[config.mk]
export PLATFORM = sky130hd
export DESIGN_NAME = pll_config_register_bank
export DESIGN_NICKNAME = d
export VERILOG_FILES = /design/src/pll_cfg_pkg.sv /design/src/lock_aux_driver.sv /design/src/pll_config_register_bank.sv /design/src/ratio_assembler.sv
export VERILOG_INCLUDE_DIRS = /design/src
export SDC_FILE = /design/constraint.sdc
export NUM_CORES = 1
export LEC_CHECK = 0
export BUFFER_PORTS_ARGS = -buffer_cell sky130_fd_sc_hd__buf_2
export CAP_MARGIN = 20
export CORE_ASPECT_RATIO = 0.9
export CORE_UTILIZATION = 45
export CTS_CLUSTER_DIAMETER = 120
export DETAILED_ROUTE_END_ITERATION = 8
export PLACE_DENSITY = 0.68
export REMOVE_ABC_BUFFERS = 1
export SLEW_MARGIN = 20
export SYNTH_ARGS = -nofsm -noshare
export SYNTH_HDL_FRONTEND = slang
export SYNTH_HIERARCHICAL = 1
export SYNTH_SLANG_ARGS = --single-unit
export TNS_END_PERCENT = 30
[constraint.sdc]
create_clock -name sys_clk -period 2.6 [get_ports sys_clk]
set_input_delay 0.26 -clock sys_clk [delete_from_list [all_inputs] [get_ports sys_clk]]
set_output_delay 0.26 -clock sys_clk [all_outputs]
set_load 0.02 [all_outputs]
[src/pll_cfg_defines.svh]
/*
 * register offsets, field positions, reset values and codes for the pll configuration bank.
 * assumes byte-wide registers at 7-bit addresses on the serial port.
 */
`ifndef PLL_CFG_DEFINES_SVH
`define PLL_CFG_DEFINES_SVH

`define ADDR_DEV_CTRL 7'h02
`define ADDR_DEV_CFG1 7'h03
`define ADDR_DEV_CFG2 7'h04
`define ADDR_GLOBAL 7'h05
`define ADDR_RATIO0 7'h06
`define ADDR_RATIO3 7'h09
`define ADDR_FUNC1 7'h16
`define ADDR_FUNC2 7'h17
`define ADDR_FUNC3 7'h1e

`define RESET_BYTE 8'h00

// device control
`define CTRL_UNLOCK_BIT 7
`define CTRL_AUTO_RMOD_BIT 3
`define CTRL_AUX_DIS_BIT 1
`define CTRL_CLK_DIS_BIT 0
`define CTRL_WMASK 8'h0b
// device configuration 1 and 2
`define CFG1_AUX_SRC_LSB 1
`define CFG1_PORT_EN_BIT 0
`define CFG1_WMASK 8'he7
`define CFG2_WMASK 8'h00
// global configuration
`define GLOB_FREEZE_BIT 3
`define GLOB_PORT_EN_BIT 0
`define GLOB_WMASK 8'h09
// function configuration 1..3
`define FUNC1_SKIP_BIT 7
`define FUNC1_LOCK_CFG_BIT 6
`define FUNC1_DIV_LSB 3
`define FUNC1_WMASK 8'hd8
`define FUNC2_UNL_BIT 4
`define FUNC2_FMT_BIT 3
`define FUNC2_WMASK 8'h18
`define FUNC3_BW_LSB 4
`define FUNC3_WMASK 8'h70

`define AUX_SRC_LOCK 2'b11

`endif

[src/pll_cfg_pkg.sv]
/*
 * types shared by the pll configuration bank.
 * assumes pll_cfg_defines.svh is on the include path.
 */
package pll_cfg_pkg;
    typedef enum logic [1:0] {
        div_by_four,
        div_by_two,
        div_by_one,
        div_reserved
    } ref_div_t;
    typedef logic [7:0] byte_t;
endpackage

[src/lock_aux_driver.sv]
/*
 * lock_aux_driver: auxiliary pin as unlock indicator or routed clock.
 * assumes the pad resolves the output enable.
 */
`timescale 1ns/1ps
`default_nettype none
module lock_aux_driver
(
    // selection
    input wire logic [1:0] auxiliary_source_select,
    input wire logic lock_indicator_driver_config,
    input wire logic aux_disable,
    // sources
    input wire logic pll_locked,
    input wire logic ref_clk_in,
    input wire logic freq_ref_in,
    input wire logic pll_clk_in,
    // pin
    output logic aux_out,
    output logic aux_oe
);
    wire is_lock = auxiliary_source_select == 2'b11;
    wire clk_sel = auxiliary_source_select == 2'b00 ? ref_clk_in :
                   auxiliary_source_select == 2'b01 ? freq_ref_in : pll_clk_in;
    // open drain drives low only when unlocked, floats when locked
    wire lock_oe = lock_indicator_driver_config ? !pll_locked : 1'b1; // RULE7 RULE8 RULE9
    wire lock_val = lock_indicator_driver_config ? 1'b0 : !pll_locked; // RULE8 RULE9
    assign aux_out = is_lock ? lock_val : clk_sel; // RULE7
    assign aux_oe = !aux_disable && (is_lock ? lock_oe : 1'b1);
endmodule // lock_aux_driver
`default_nettype wire

[src/pll_config_register_bank.sv]
/*
 * pll_config_register_bank: byte registers of the clock multiplier, with freeze and port enable.
 * assumes a serial port front end presents decoded byte accesses in sys_clk; pll status is synchronous.
 */
// Function
// RULE1 - freeze holds control/config writes until cleared
// RULE2 - freeze clear: control/config writes act immediately
// RULE3 - port mode needs both enable bits set
// RULE4 - four ratio bytes, first is MSB
// RULE5 - skip enable keeps lock through missing pulses
// RULE6 - host skips only below 80 kHz reference
// RULE7 - lock config applies only for lock source
// RULE8 - config zero: push-pull, high while unlocked
// RULE9 - config one: open drain, low while unlocked
// RULE10 - divider codes 00/01/10 divide 4/2/1
// RULE11 - unlock bit zero: clocks low while unlocked; only clk_out is gated, aux_out passes pll_clk_in ungated on source 2'b10
// RULE12 - unlock bit one: clocks always enabled
// RULE13 - format bit picks 20.12 or 12.20
// RULE14 - bandwidth code doubles from 1 Hz to 128 Hz
// RULE15 - bandwidth change takes effect at acquisition
// RULE16 - host sets bandwidth before enable bits
// RULE17 - port mode needs valid address and enables
// RULE18 - two-wire read/write, four-wire write-only
// RULE19 - host keeps reserved bits at default
// RULE20 - deferred writes apply together on unfreeze
`timescale 1ns/1ps
`default_nettype none
`include "pll_cfg_defines.svh"
module pll_config_register_bank
    import pll_cfg_pkg::*;
(
    // clock and reset
    input wire logic sys_clk,
    input wire logic resetn,
    // decoded serial port access
    input wire logic addr_valid,
    input wire logic four_wire_mode,
    input wire logic wr_en,
    input wire logic rd_en,
    input wire logic [6:0] reg_addr,
    input wire byte_t wr_data,
    output byte_t rd_data,
    output logic rd_valid,
    // pll status and clocks
    input wire logic pll_locked,
    input wire logic ref_clk_in,
    input wire logic freq_ref_in,
    input wire logic pll_clk_in,
    // control outputs
    output logic control_port_mode,
    output logic pulse_skip_tolerance_enable,
    output ref_div_t timing_reference_divider,
    output logic [2:0] min_loop_bandwidth_select,
    output logic auto_ratio_mod_enable,
    output logic [2:0] ratio_mod_select,
    output logic [31:0] ratio,
    output logic [19:0] ratio_integer,
    output logic [19:0] ratio_fraction,
    output logic ratio_format_select,
    // pins
    output logic clk_out,
    output logic clk_oe,
    output logic aux_out,
    output logic aux_oe
);
    byte_t ctrl_r, cfg1_r, cfg2_r, glob_r, func1_r, func2_r, func3_r;
    byte_t ctrl_act_r, cfg1_act_r, cfg2_act_r;
    byte_t ratio_r [4];
    logic [2:0] bw_act_r;
    logic locked_d_r;

    wire wr_ok = wr_en && addr_valid;
    wire rd_ok = rd_en && addr_valid && !four_wire_mode; // RULE18
    wire wr_ctrl = wr_ok && reg_addr == `ADDR_DEV_CTRL;
    wire wr_cfg1 = wr_ok && reg_addr == `ADDR_DEV_CFG1;
    wire wr_cfg2 = wr_ok && reg_addr == `ADDR_DEV_CFG2;
    wire wr_glob = wr_ok && reg_addr == `ADDR_GLOBAL;
    wire wr_f1 = wr_ok && reg_addr == `ADDR_FUNC1;
    wire wr_f2 = wr_ok && reg_addr == `ADDR_FUNC2;
    wire wr_f3 = wr_ok && reg_addr == `ADDR_FUNC3;
    wire frozen = glob_r[`GLOB_FREEZE_BIT];
    wire byte_t ctrl_nxt = wr_ctrl ? (wr_data & `CTRL_WMASK) : ctrl_r;
    wire byte_t cfg1_nxt = wr_cfg1 ? (wr_data & `CFG1_WMASK) : cfg1_r;
    wire byte_t cfg2_nxt = wr_cfg2 ? (wr_data & `CFG2_WMASK) : cfg2_r;
    // activated copies follow the shadow unless frozen; one load on unfreeze
    wire apply = !frozen; // RULE1 RULE2 RULE20
    wire acquire = pll_locked && !locked_d_r;
    wire [2:0] bw_field = func3_r[`FUNC3_BW_LSB +: 3];

    always_ff @(posedge sys_clk) begin
        if (!resetn) begin
            ctrl_r <= `RESET_BYTE;
            cfg1_r <= `RESET_BYTE;
            cfg2_r <= `RESET_BYTE;
            glob_r <= `RESET_BYTE;
            func1_r <= `RESET_BYTE;
            func2_r <= `RESET_BYTE;
            func3_r <= `RESET_BYTE;
        end else begin
            ctrl_r <= ctrl_nxt; // RULE1
            cfg1_r <= cfg1_nxt; // RULE1
            cfg2_r <= cfg2_nxt;
            if (wr_glob) glob_r <= wr_data & `GLOB_WMASK;
            if (wr_f1) func1_r <= wr_data & `FUNC1_WMASK;
            if (wr_f2) func2_r <= wr_data & `FUNC2_WMASK;
            if (wr_f3) func3_r <= wr_data & `FUNC3_WMASK;
        end
    end

    // write-through when not frozen, so a write acts in the same edge
    always_ff @(posedge sys_clk) begin
        if (!resetn) begin
            ctrl_act_r <= `RESET_BYTE;
            cfg1_act_r <= `RESET_BYTE;
            cfg2_act_r <= `RESET_BYTE;
        end else if (apply) begin
            ctrl_act_r <= ctrl_nxt; // RULE2 RULE20
            cfg1_act_r <= cfg1_nxt; // RULE2 RULE20
            cfg2_act_r <= cfg2_nxt; // RULE2 RULE20
        end
    end

    genvar gi;
    generate
        for (gi = 0; gi < 4; gi++) begin : g_ratio
            always_ff @(posedge sys_clk) begin
                if (!resetn) ratio_r[gi] <= `RESET_BYTE;
                else if (wr_ok && reg_addr == `ADDR_RATIO0 + 7'(gi)) ratio_r[gi] <= wr_data;
            end
        end
    endgenerate

    // bandwidth latched when unlocked or at lock acquisition, not while locked
    always_ff @(posedge sys_clk) begin
        if (!resetn) begin
            bw_act_r <= 3'h0;
            locked_d_r <= 1'b0;
        end else begin
            locked_d_r <= pll_locked;
            if (!pll_locked || acquire) bw_act_r <= bw_field; // RULE14 RULE15
        end
    end

    // read mux, unmapped reads return zero
    wire byte_t status_byte = ctrl_r | (byte_t'(!pll_locked) << `CTRL_UNLOCK_BIT);
    wire in_ratio = reg_addr >= `ADDR_RATIO0 && reg_addr <= `ADDR_RATIO3;
    wire [1:0] ratio_idx = 2'(reg_addr - `ADDR_RATIO0);
    wire byte_t rd_mux =
        reg_addr == `ADDR_DEV_CTRL ? status_byte :
        reg_addr == `ADDR_DEV_CFG1 ? cfg1_r :
        reg_addr == `ADDR_DEV_CFG2 ? cfg2_r :
        reg_addr == `ADDR_GLOBAL ? glob_r :
        reg_addr == `ADDR_FUNC1 ? func1_r :
        reg_addr == `ADDR_FUNC2 ? func2_r :
        reg_addr == `ADDR_FUNC3 ? func3_r :
        in_ratio ? ratio_r[ratio_idx] : `RESET_BYTE;

    always_ff @(posedge sys_clk) begin
        if (!resetn) begin
            rd_data <= `RESET_BYTE;
            rd_valid <= 1'b0;
        end else begin
            rd_valid <= rd_ok; // RULE18
            if (rd_ok) rd_data <= rd_mux;
        end
    end

    // port mode is a combination of the two enable bits and the address match
    assign control_port_mode = addr_valid && cfg1_act_r[`CFG1_PORT_EN_BIT] &&
                               glob_r[`GLOB_PORT_EN_BIT]; // RULE3 RULE17
    // skip tolerance only forwarded; reference rate limit is the host's duty
    assign pulse_skip_tolerance_enable = func1_r[`FUNC1_SKIP_BIT]; // RULE5
    assign timing_reference_divider = ref_div_t'(func1_r[`FUNC1_DIV_LSB +: 2]); // RULE10
    assign min_loop_bandwidth_select = bw_act_r; // RULE14
    assign auto_ratio_mod_enable = ctrl_act_r[`CTRL_AUTO_RMOD_BIT];
    assign ratio_mod_select = cfg1_act_r[7:5];
    assign ratio_format_select = func2_r[`FUNC2_FMT_BIT];

    wire unl_en = func2_r[`FUNC2_UNL_BIT];
    assign clk_out = (unl_en || pll_locked) ? pll_clk_in : 1'b0; // RULE11 RULE12
    assign clk_oe = !ctrl_act_r[`CTRL_CLK_DIS_BIT];

    ratio_assembler u_ratio (
        .b0(ratio_r[0]),
        .b1(ratio_r[1]),
        .b2(ratio_r[2]),
        .b3(ratio_r[3]),
        .ratio_format_select(ratio_format_select),
        .ratio(ratio),
        .ratio_integer(ratio_integer),
        .ratio_fraction(ratio_fraction)
    );

    lock_aux_driver u_aux (
        .auxiliary_source_select(cfg1_act_r[`CFG1_AUX_SRC_LSB +: 2]),
        .lock_indicator_driver_config(func1_r[`FUNC1_LOCK_CFG_BIT]),
        .aux_disable(ctrl_act_r[`CTRL_AUX_DIS_BIT]),
        .pll_locked(pll_locked),
        .ref_clk_in(ref_clk_in),
        .freq_ref_in(freq_ref_in),
        .pll_clk_in(pll_clk_in),
        .aux_out(aux_out),
        .aux_oe(aux_oe)
    );

    property p_freeze_hold;
        @(posedge sys_clk) disable iff (!resetn)
        frozen && $past(frozen) |-> $stable(cfg1_act_r);
    endproperty
    a_freeze_hold: assert property (p_freeze_hold) else $error("config changed while frozen"); // RULE1

    property p_direct_write;
        @(posedge sys_clk) disable iff (!resetn)
        wr_cfg1 && !frozen |=> cfg1_act_r == $past(wr_data & `CFG1_WMASK);
    endproperty
    a_direct_write: assert property (p_direct_write) else $error("unfrozen write not applied"); // RULE2

    property p_unfreeze_all;
        @(posedge sys_clk) disable iff (!resetn)
        // a write landing on the unfreeze edge belongs to the same load
        frozen ##1 !frozen |=> ctrl_act_r == $past(ctrl_nxt) && cfg1_act_r == $past(cfg1_nxt);
    endproperty
    a_unfreeze_all: assert property (p_unfreeze_all) else $error("deferred writes not applied together"); // RULE20

    property p_port_mode;
        @(posedge sys_clk) disable iff (!resetn)
        control_port_mode |-> cfg1_act_r[0] && glob_r[0] && addr_valid;
    endproperty
    a_port_mode: assert property (p_port_mode) else $error("port mode without both enables"); // RULE3

    property p_ratio_order;
        @(posedge sys_clk) disable iff (!resetn)
        wr_ok && reg_addr == `ADDR_RATIO0 |=> ratio[31:24] == $past(wr_data);
    endproperty
    a_ratio_order: assert property (p_ratio_order) else $error("first ratio byte not most significant"); // RULE4

    property p_clk_low_unlocked;
        @(posedge sys_clk) disable iff (!resetn)
        !unl_en && !pll_locked |-> !clk_out;
    endproperty
    a_clk_low_unlocked: assert property (p_clk_low_unlocked) else $error("clock out while unlocked"); // RULE11

    property p_pushpull_unlock;
        @(posedge sys_clk) disable iff (!resetn)
        cfg1_act_r[2:1] == `AUX_SRC_LOCK && !func1_r[6] && !ctrl_act_r[1] |-> aux_oe && aux_out == !pll_locked;
    endproperty
    a_pushpull_unlock: assert property (p_pushpull_unlock) else $error("push-pull lock level wrong"); // RULE8

    property p_opendrain;
        @(posedge sys_clk) disable iff (!resetn)
        cfg1_act_r[2:1] == `AUX_SRC_LOCK && func1_r[6] |-> !aux_out && (aux_oe -> !pll_locked);
    endproperty
    a_opendrain: assert property (p_opendrain) else $error("open drain drove while locked"); // RULE9

    property p_bw_locked;
        @(posedge sys_clk) disable iff (!resetn)
        // the acquisition edge may still take a field written one edge before it
        pll_locked && $past(pll_locked) && $past(pll_locked, 2) |-> $stable(bw_act_r);
    endproperty
    a_bw_locked: assert property (p_bw_locked) else $error("bandwidth changed while locked"); // RULE15

    property p_spi_no_read;
        @(posedge sys_clk) disable iff (!resetn)
        four_wire_mode && rd_en |=> !rd_valid;
    endproperty
    a_spi_no_read: assert property (p_spi_no_read) else $error("read answered in four-wire mode"); // RULE18

    // an accepted read is answered on the very next edge, never later
    property p_read_answer;
        @(posedge sys_clk) disable iff (!resetn)
        rd_ok |=> rd_valid;
    endproperty
    a_read_answer: assert property (p_read_answer) else $error("accepted read not answered"); // RULE18

    property p_bw_unlocked;
        @(posedge sys_clk) disable iff (!resetn)
        !pll_locked |=> min_loop_bandwidth_select == $past(bw_field);
    endproperty
    a_bw_unlocked: assert property (p_bw_unlocked) else $error("bandwidth not taken while unlocked"); // RULE14 RULE15

    property p_skip_write;
        @(posedge sys_clk) disable iff (!resetn)
        wr_f1 |=> pulse_skip_tolerance_enable == $past(wr_data[`FUNC1_SKIP_BIT]);
    endproperty
    a_skip_write: assert property (p_skip_write) else $error("skip enable not taken from write"); // RULE5

    property p_div_write;
        @(posedge sys_clk) disable iff (!resetn)
        wr_f1 |=> timing_reference_divider == ref_div_t'($past(wr_data[`FUNC1_DIV_LSB +: 2]));
    endproperty
    a_div_write: assert property (p_div_write) else $error("divider code not taken from write"); // RULE10

    property p_fmt_write;
        @(posedge sys_clk) disable iff (!resetn)
        wr_f2 |=> ratio_format_select == $past(wr_data[`FUNC2_FMT_BIT]);
    endproperty
    a_fmt_write: assert property (p_fmt_write) else $error("ratio format not taken from write"); // RULE13

    property p_clk_always;
        @(posedge sys_clk) disable iff (!resetn)
        unl_en |-> clk_out == pll_clk_in;
    endproperty
    a_clk_always: assert property (p_clk_always) else $error("clock gated although always enabled"); // RULE12

    // with the pll clock routed out (source 2'b10), the lock driver setting must not matter
    property p_aux_clock;
        @(posedge sys_clk) disable iff (!resetn)
        cfg1_act_r[`CFG1_AUX_SRC_LSB +: 2] == 2'b10 |->
            aux_out == pll_clk_in && aux_oe == !ctrl_act_r[`CTRL_AUX_DIS_BIT];
    endproperty
    a_aux_clock: assert property (p_aux_clock) else $error("routed clock disturbed by lock setting"); // RULE7

    c_freeze_cycle: cover property (@(posedge sys_clk) disable iff (!resetn) frozen ##1 wr_cfg1 ##[1:20] !frozen);
    c_port_mode: cover property (@(posedge sys_clk) disable iff (!resetn) control_port_mode);
    c_relock: cover property (@(posedge sys_clk) disable iff (!resetn) !pll_locked ##1 pll_locked);
    c_read: cover property (@(posedge sys_clk) disable iff (!resetn) rd_valid);
    c_lock_release: cover property (@(posedge sys_clk) disable iff (!resetn)
        cfg1_act_r[2:1] == `AUX_SRC_LOCK && func1_r[6] && pll_locked && !aux_oe);
endmodule // pll_config_register_bank
`default_nettype wire

[src/ratio_assembler.sv]
/*
 * ratio_assembler: joins four ratio bytes, first address most significant, and splits integer/fraction.
 * assumes bytes arrive from the register bank.
 */
`timescale 1ns/1ps
`default_nettype none
module ratio_assembler
    import pll_cfg_pkg::*;
(
    // ratio bytes, index 0 at the lowest address
    input wire byte_t b0,
    input wire byte_t b1,
    input wire byte_t b2,
    input wire byte_t b3,
    // format
    input wire logic ratio_format_select,
    // results
    output logic [31:0] ratio,
    output logic [19:0] ratio_integer,
    output logic [19:0] ratio_fraction
);
    assign ratio = {b0, b1, b2, b3}; // RULE4
    // fraction is left aligned so both formats share one width
    assign ratio_integer = ratio_format_select ? {8'h00, ratio[31:20]} : ratio[31:12]; // RULE13
    assign ratio_fraction = ratio_format_select ? ratio[19:0] : {ratio[11:0], 8'h00}; // RULE13
endmodule // ratio_assembler
`default_nettype wire
### Yosys cells after proc, flatten, opt, wreduce, memory -nomap -nowiden

Memories as Yosys holds them, arrays and structs flattened.
Index checks and enable logic that the tools add are counted.

| operators by class | value |
|---|---|
| reduce and logical (&&, ||, !) cells | 26 |
| $lt $le $gt $ge | 2 |
| muxes and demuxes | 36 |
| add/sub/neg operators | 1 |
| bitwise gates (word level) | 5 |
| equal/unequal tests | 13 |

Operator list:

| operator | count |
|---|---|
| 2-to-1 mux 8 bit | 14 |
| 2-to-1 mux 20 bit | 2 |
| == test 7 x 3 -> 1 bit (second input constant) | 4 |
| == test 7 x 5 -> 1 bit (second input constant) | 3 |
| 2-to-1 mux 1 bit | 20 |
| logical AND 1 bit | 18 |
| == test 7 x 2 -> 1 bit (second input constant) | 2 |
| == test 7 x 4 -> 1 bit (second input constant) | 2 |
| bitwise OR 8 bit | 1 |
| >= comparator 7 x 3 -> 1 bit (second input constant) | 1 |
| less-or-equal comparator 7 x 4 -> 1 bit (second input constant) | 1 |
| logical NOT 1 bit | 5 |
| bitwise OR 1 bit | 4 |
| == test 2 x 1 -> 1 bit (second input constant) | 1 |
| == test 2 bit (second input constant) | 1 |
| logical NOT 2 bit | 1 |
| logical OR 1 bit | 2 |
| subtractor 2 bit (second input constant) | 1 |

| storage, ports and cells | value |
|---|---|
| memories | 1 |
| RAM bits | 32 |
| bits of input ports | 25 |
| register bits | 52 |

Memory list:

| name | words | width | rd ports | clocked after Yosys merged registers in | wr ports | line | RTL |
|---|---|---|---|---|---|---|---|
| ratio_r | 4 | 8 | 5 | 0 | 4 | pll_config_register_bank.sv:68 | `byte_t ratio_r [4];` |

### Logic depth before layout (Yosys ltp)

| logic depth | value |
|---|---|
| word-level depth | 10 |
| gate-level depth with buffers | 7 |

### By module

The synthesis kept the hierarchy.

Modules (own cells, without submodules):

| module | cells an instance | instances | area each (µm²) | sequential area each (µm²) |
|---|---|---|---|---|
| pll_config_register_bank | 312 | 1 | 3,488.3 | 1,861.8 |
| ratio_assembler | 76 | 1 | 649.4 | 0.0 |
| lock_aux_driver | 3 | 1 | 35.0 | 0.0 |

### Worst setup path before layout

OpenSTA, ideal clock, no wires.

| path | value |
|---|---|
| path type | input to register |
| from | input reg_addr[0] |
| to | memory ratio_r[1][0] (netlist name), enable pin |
| data arrival time | 1.661 ns |
| path buffers | 3 |
| path slack | 0.555 ns |
| library setup time | 0.384 ns |
| required time | 2.216 ns |
| cell stages on the path | 5 |
| path through | buf_4 -> buf_2 -> buf_2 -> nand4b_1 -> o21ai_0 |

RTL lines:

| item | line | RTL |
|---|---|---|
| start: declaration | pll_config_register_bank.sv:40 | `input wire logic [6:0] reg_addr,` |
| end: declaration | pll_config_register_bank.sv:68 |  |

### Worst setup path in the final report

| path | value |
|---|---|
| from | register func2_r[3] |
| to | output ratio_integer[4] |

| between the ends | value |
|---|---|
| longest elaborated chain between the ends | 1 |

Ends and longest elaborated chain:

| item | line | RTL |
|---|---|---|
| start: declaration | pll_config_register_bank.sv:66 | `byte_t ctrl_r, cfg1_r, cfg2_r, glob_r, func1_r, func2_r, func3_r;` |
| start signal: assignment | pll_config_register_bank.sv:97 | `` func2_r <= `RESET_BYTE; `` |
| start signal: assignment | pll_config_register_bank.sv:105 | `` if (wr_f2) func2_r <= wr_data & `FUNC2_WMASK; `` |
| 2-to-1 mux 20 bit | ratio_assembler.sv:24 | `assign ratio_integer = ratio_format_select ? {8'h00, ratio[31:20]} : ratio[31:12];` |
| end: declaration | pll_config_register_bank.sv:57 | `output logic [19:0] ratio_integer,` |

No other way between the ends.

==> impl_metrics.tcl <==
set metrics [dict create \
    final_cells 597 \
    cts_made_buffers 9 \
    ys_seq_area_share_pct 44.6 \
    nFillCells 784 \
    place_worst_setup_slack_ps 510 \
    p_leak_nw 2.00 \
    tightest_slew_ps 584 \
    yosysTopAreaCellShare_pct 23.0 \
    cts.path.max_buffers 2 \
    cp_max_fo 24 \
    synthDistinctLibCells 50 \
    syn_inst 391 \
    period_share_pct 67.8 \
    post-synth-top-area-cell "edfxtp_1" \
    synth.ff_latch_count 77 \
    grt_overflow 0 \
    final_net_count 498 \
    dieWidth_um 104 \
    finalClockSkew_ps 8.22 \
    highest_layer "met4" \
    vias_per_cell 5.40 \
    h-tree-depth 3 \
    design_area_mm2 0.00479 \
    placeableCoreArea_mm2 0.00877 \
    post_cts_buffers 0 \
    synth_top_flop_cell "dfxtp_1" \
    pin_count 122 \
    powerDensity_mw_per_mm2 527 \
    fp.dieH_um 93.4 \
    routed-wl-met3_um 588 \
    clkLatencyLatePin_ps 350 \
    die-area_mm2 0.00966 \
    power_frac_clock_pct 35.9 \
    peakVddDrop_uv 278 \
    antenna_left 0 \
    row_count 32 \
    grt_pass1_vias 2985 \
    rsz0062_at_grt "false" \
    cap_violations 0 \
    slew_viol_final 0 \
    dr.pass1.iters 4 \
    startpoint_type "register" \
    grt_pass1_wl_um 15600 \
    hold_path.class "input pin to register" \
    layout_min_cycle_time_ps 1760 \
    synth-edff-count 32 \
    finalSetupTns_ps 0 \
    antenna_cells 0 \
    cts_tree "yes" \
    relSlewSlack_pct 60.9 \
    cp-end-kind "output port" \
    placed_area_mm2 0.00459 \
    dpl.cell_count 581 \
    post-route-drc-count 0 \
    cts_root_buf "clkbuf_8" \
    antenna_found_initial 0 \
    met2_length_um 4790 \
    grt_max_degree 36 \
    wl_per_cell_um 16.8 \
    area_growth_pct 14.8 \
    dp_hpwl_um 7430 \
    clock_sinks 77 \
    syn_avg_cell_area_um2 10.7 \
    async_flop_share_pct 0 \
    place.gp.congestion 0.880 \
    clk_pin_slew_ps 80 \
    post_cts_resized 0 \
    critical_path_class "register to output port" \
    ys_top_cells_by_area "edfxtp_1, dfxtp_1, buf_4, mux2_2, and2_1" \
    pwr-share-seq_pct 52.0 \
    port-buffer-count 121 \
    synth_area_mm2 0.00417 \
    p_int_w 0.00185 \
    drive_above_1_share_pct 38.9 \
    cts_hold_buf 0 \
    p_comb_share_pct 12.1 \
    fin_ws_ps 838 \
    initial_core_util_pct 47.6 \
    drt_iter0_markers 208 \
    finalWirelength_um 10000 \
    grt.total_usage_pct 21.3 \
    net-switching-power_w 0.000677 \
    run_status "finished clean" \
    met1_length_um 4500 \
    worstPathArrival_ps 1500 \
    vias 3226 \
    setup_viol 0 \
    clock.fmax_ghz 0.567 \
    synth_warnings 6 \
    hold_viol_final 0 \
    critPathRequiredTime_ps 2340 \
    switching_share_pct 26.8 \
]
-- synth_stat cells (all sizes together), types with 2 or more instances --
| cell | n |
|---|---|
| a21boi | 7 |
| a21oi | 13 |
| a221o | 2 |
| a221oi | 3 |
| and2 | 43 |
| and3 | 7 |
| buf | 48 |
| clkbuf | 9 |
| dfxtp | 45 |
| edfxtp | 32 |
| inv | 4 |
| mux2 | 25 |
| mux2i | 19 |
| mux4 | 9 |
| nand2 | 18 |
| nand2b | 3 |
| nand3 | 10 |
| nor2 | 8 |
| nor2b | 32 |
| nor3 | 7 |
| nor3b | 2 |
| o211ai | 3 |
| o21a | 2 |
| o21ai | 21 |
| o2bb2ai | 3 |
| or2 | 2 |
-- area by class of cell --
type	instances	area (um^2)	share of cell area, %
clock inverters	7	72.6	1.52
clock buffers	9	124	2.59
multi-input cells	253	1910	39.9
flip-flops and latches	77	1860	38.9
inverters	4	15.0	0.313
well taps	119	149	3.11
repair buffers	128	658	13.7
-- layer usage --
layer	GRT usage, %	vias up
li1	-	1523
met1	27.3	1570
met2	36.0	119
met3	5.09	14
met4	6.04	0
met5	0	-
-- registers in the layout (all words and copies together) (netlist names), 2 cells and up --
register	flops
cfg1_act_r	6
cfg1_r	8
ctrl_act_r	3
ctrl_r	4
func1_r	4
func2_r	2
func3_r	3
glob_r	2
min_loop_bandwidth_select	3
ratio_r	32
rd_data	8
-- cells by family (layout without fill, tap and decap cells) --
kind of cell    Yosys count  after routing  synth area share [%]
mux                      53             53                  16.2
flops                    77             77                  44.6
simple gates            139            139                  19.9
compound gates           61             61                  9.69
buf+inv                  61            148                  9.62
-- layout by cell type, fill, tap and decap left out, drive strengths merged, types with 2 or more instances in the layout --
master	instances
nor2b	32
nand2	18
a21oi	13
mux4	9
mux2i	19
a21boi	7
buf	128
nor3	7
mux2	25
a221o	2
o211ai	3
o21a	2
nor2	8
a221oi	3
clkinv	2
nor3b	2
o21ai	21
nand2b	3
o2bb2ai	3
dfxtp	45
inv	7
and3	7
clkbuf	9
edfxtp	32
or2	2
nand3	10
and2	43
-- path summary, 6_finish.rpt --
path	from	endpoint	slack (ps)	cells after the start
hold reg to reg	rd_data[2]	rd_data[2]	460	2
hold / removal	wr_data[4]	func2_r[4]	230	3
setup / recovery	func2_r[3]	ratio_integer[4]	840	3
setup reg to reg	ratio_r[1][3]	rd_data[3]	900	4
-- power groups by stage --
| stage | combinational [W] | clock (W) | sequential [W] |
|---|---|---|---|
| after floorplan | 0.000132 | 0 | 0.00137 |
| after CTS | 0.000306 | 0.000921 | 0.00131 |
| after detailed placement | 0.000305 | 0 | 0.00134 |
| after global routing | 0.000323 | 0.000976 | 0.00132 |
| after global placement | 0.000300 | 0 | 0.00134 |
| final | 0.000305 | 0.000908 | 0.00131 |
-- through the flow --
stage / total power [W] / util, % / hold slack [ps]
final: 0.00253 / 54.6 / 228
after floorplan: 0.00150 / - / 368
after global placement: 0.00164 / 52.4 / 449
after global routing: 0.00262 / 54.6 / 244
after detailed placement: 0.00165 / 52.4 / 457
after CTS: 0.00254 / 54.6 / 206
-- worst max-delay path: stages (launching register included) --
cell and delay, ps:
dfxtp_1 330, buf_4 290, mux2_2 370, buf_2 160
Power figures use the tool's default switching activity.
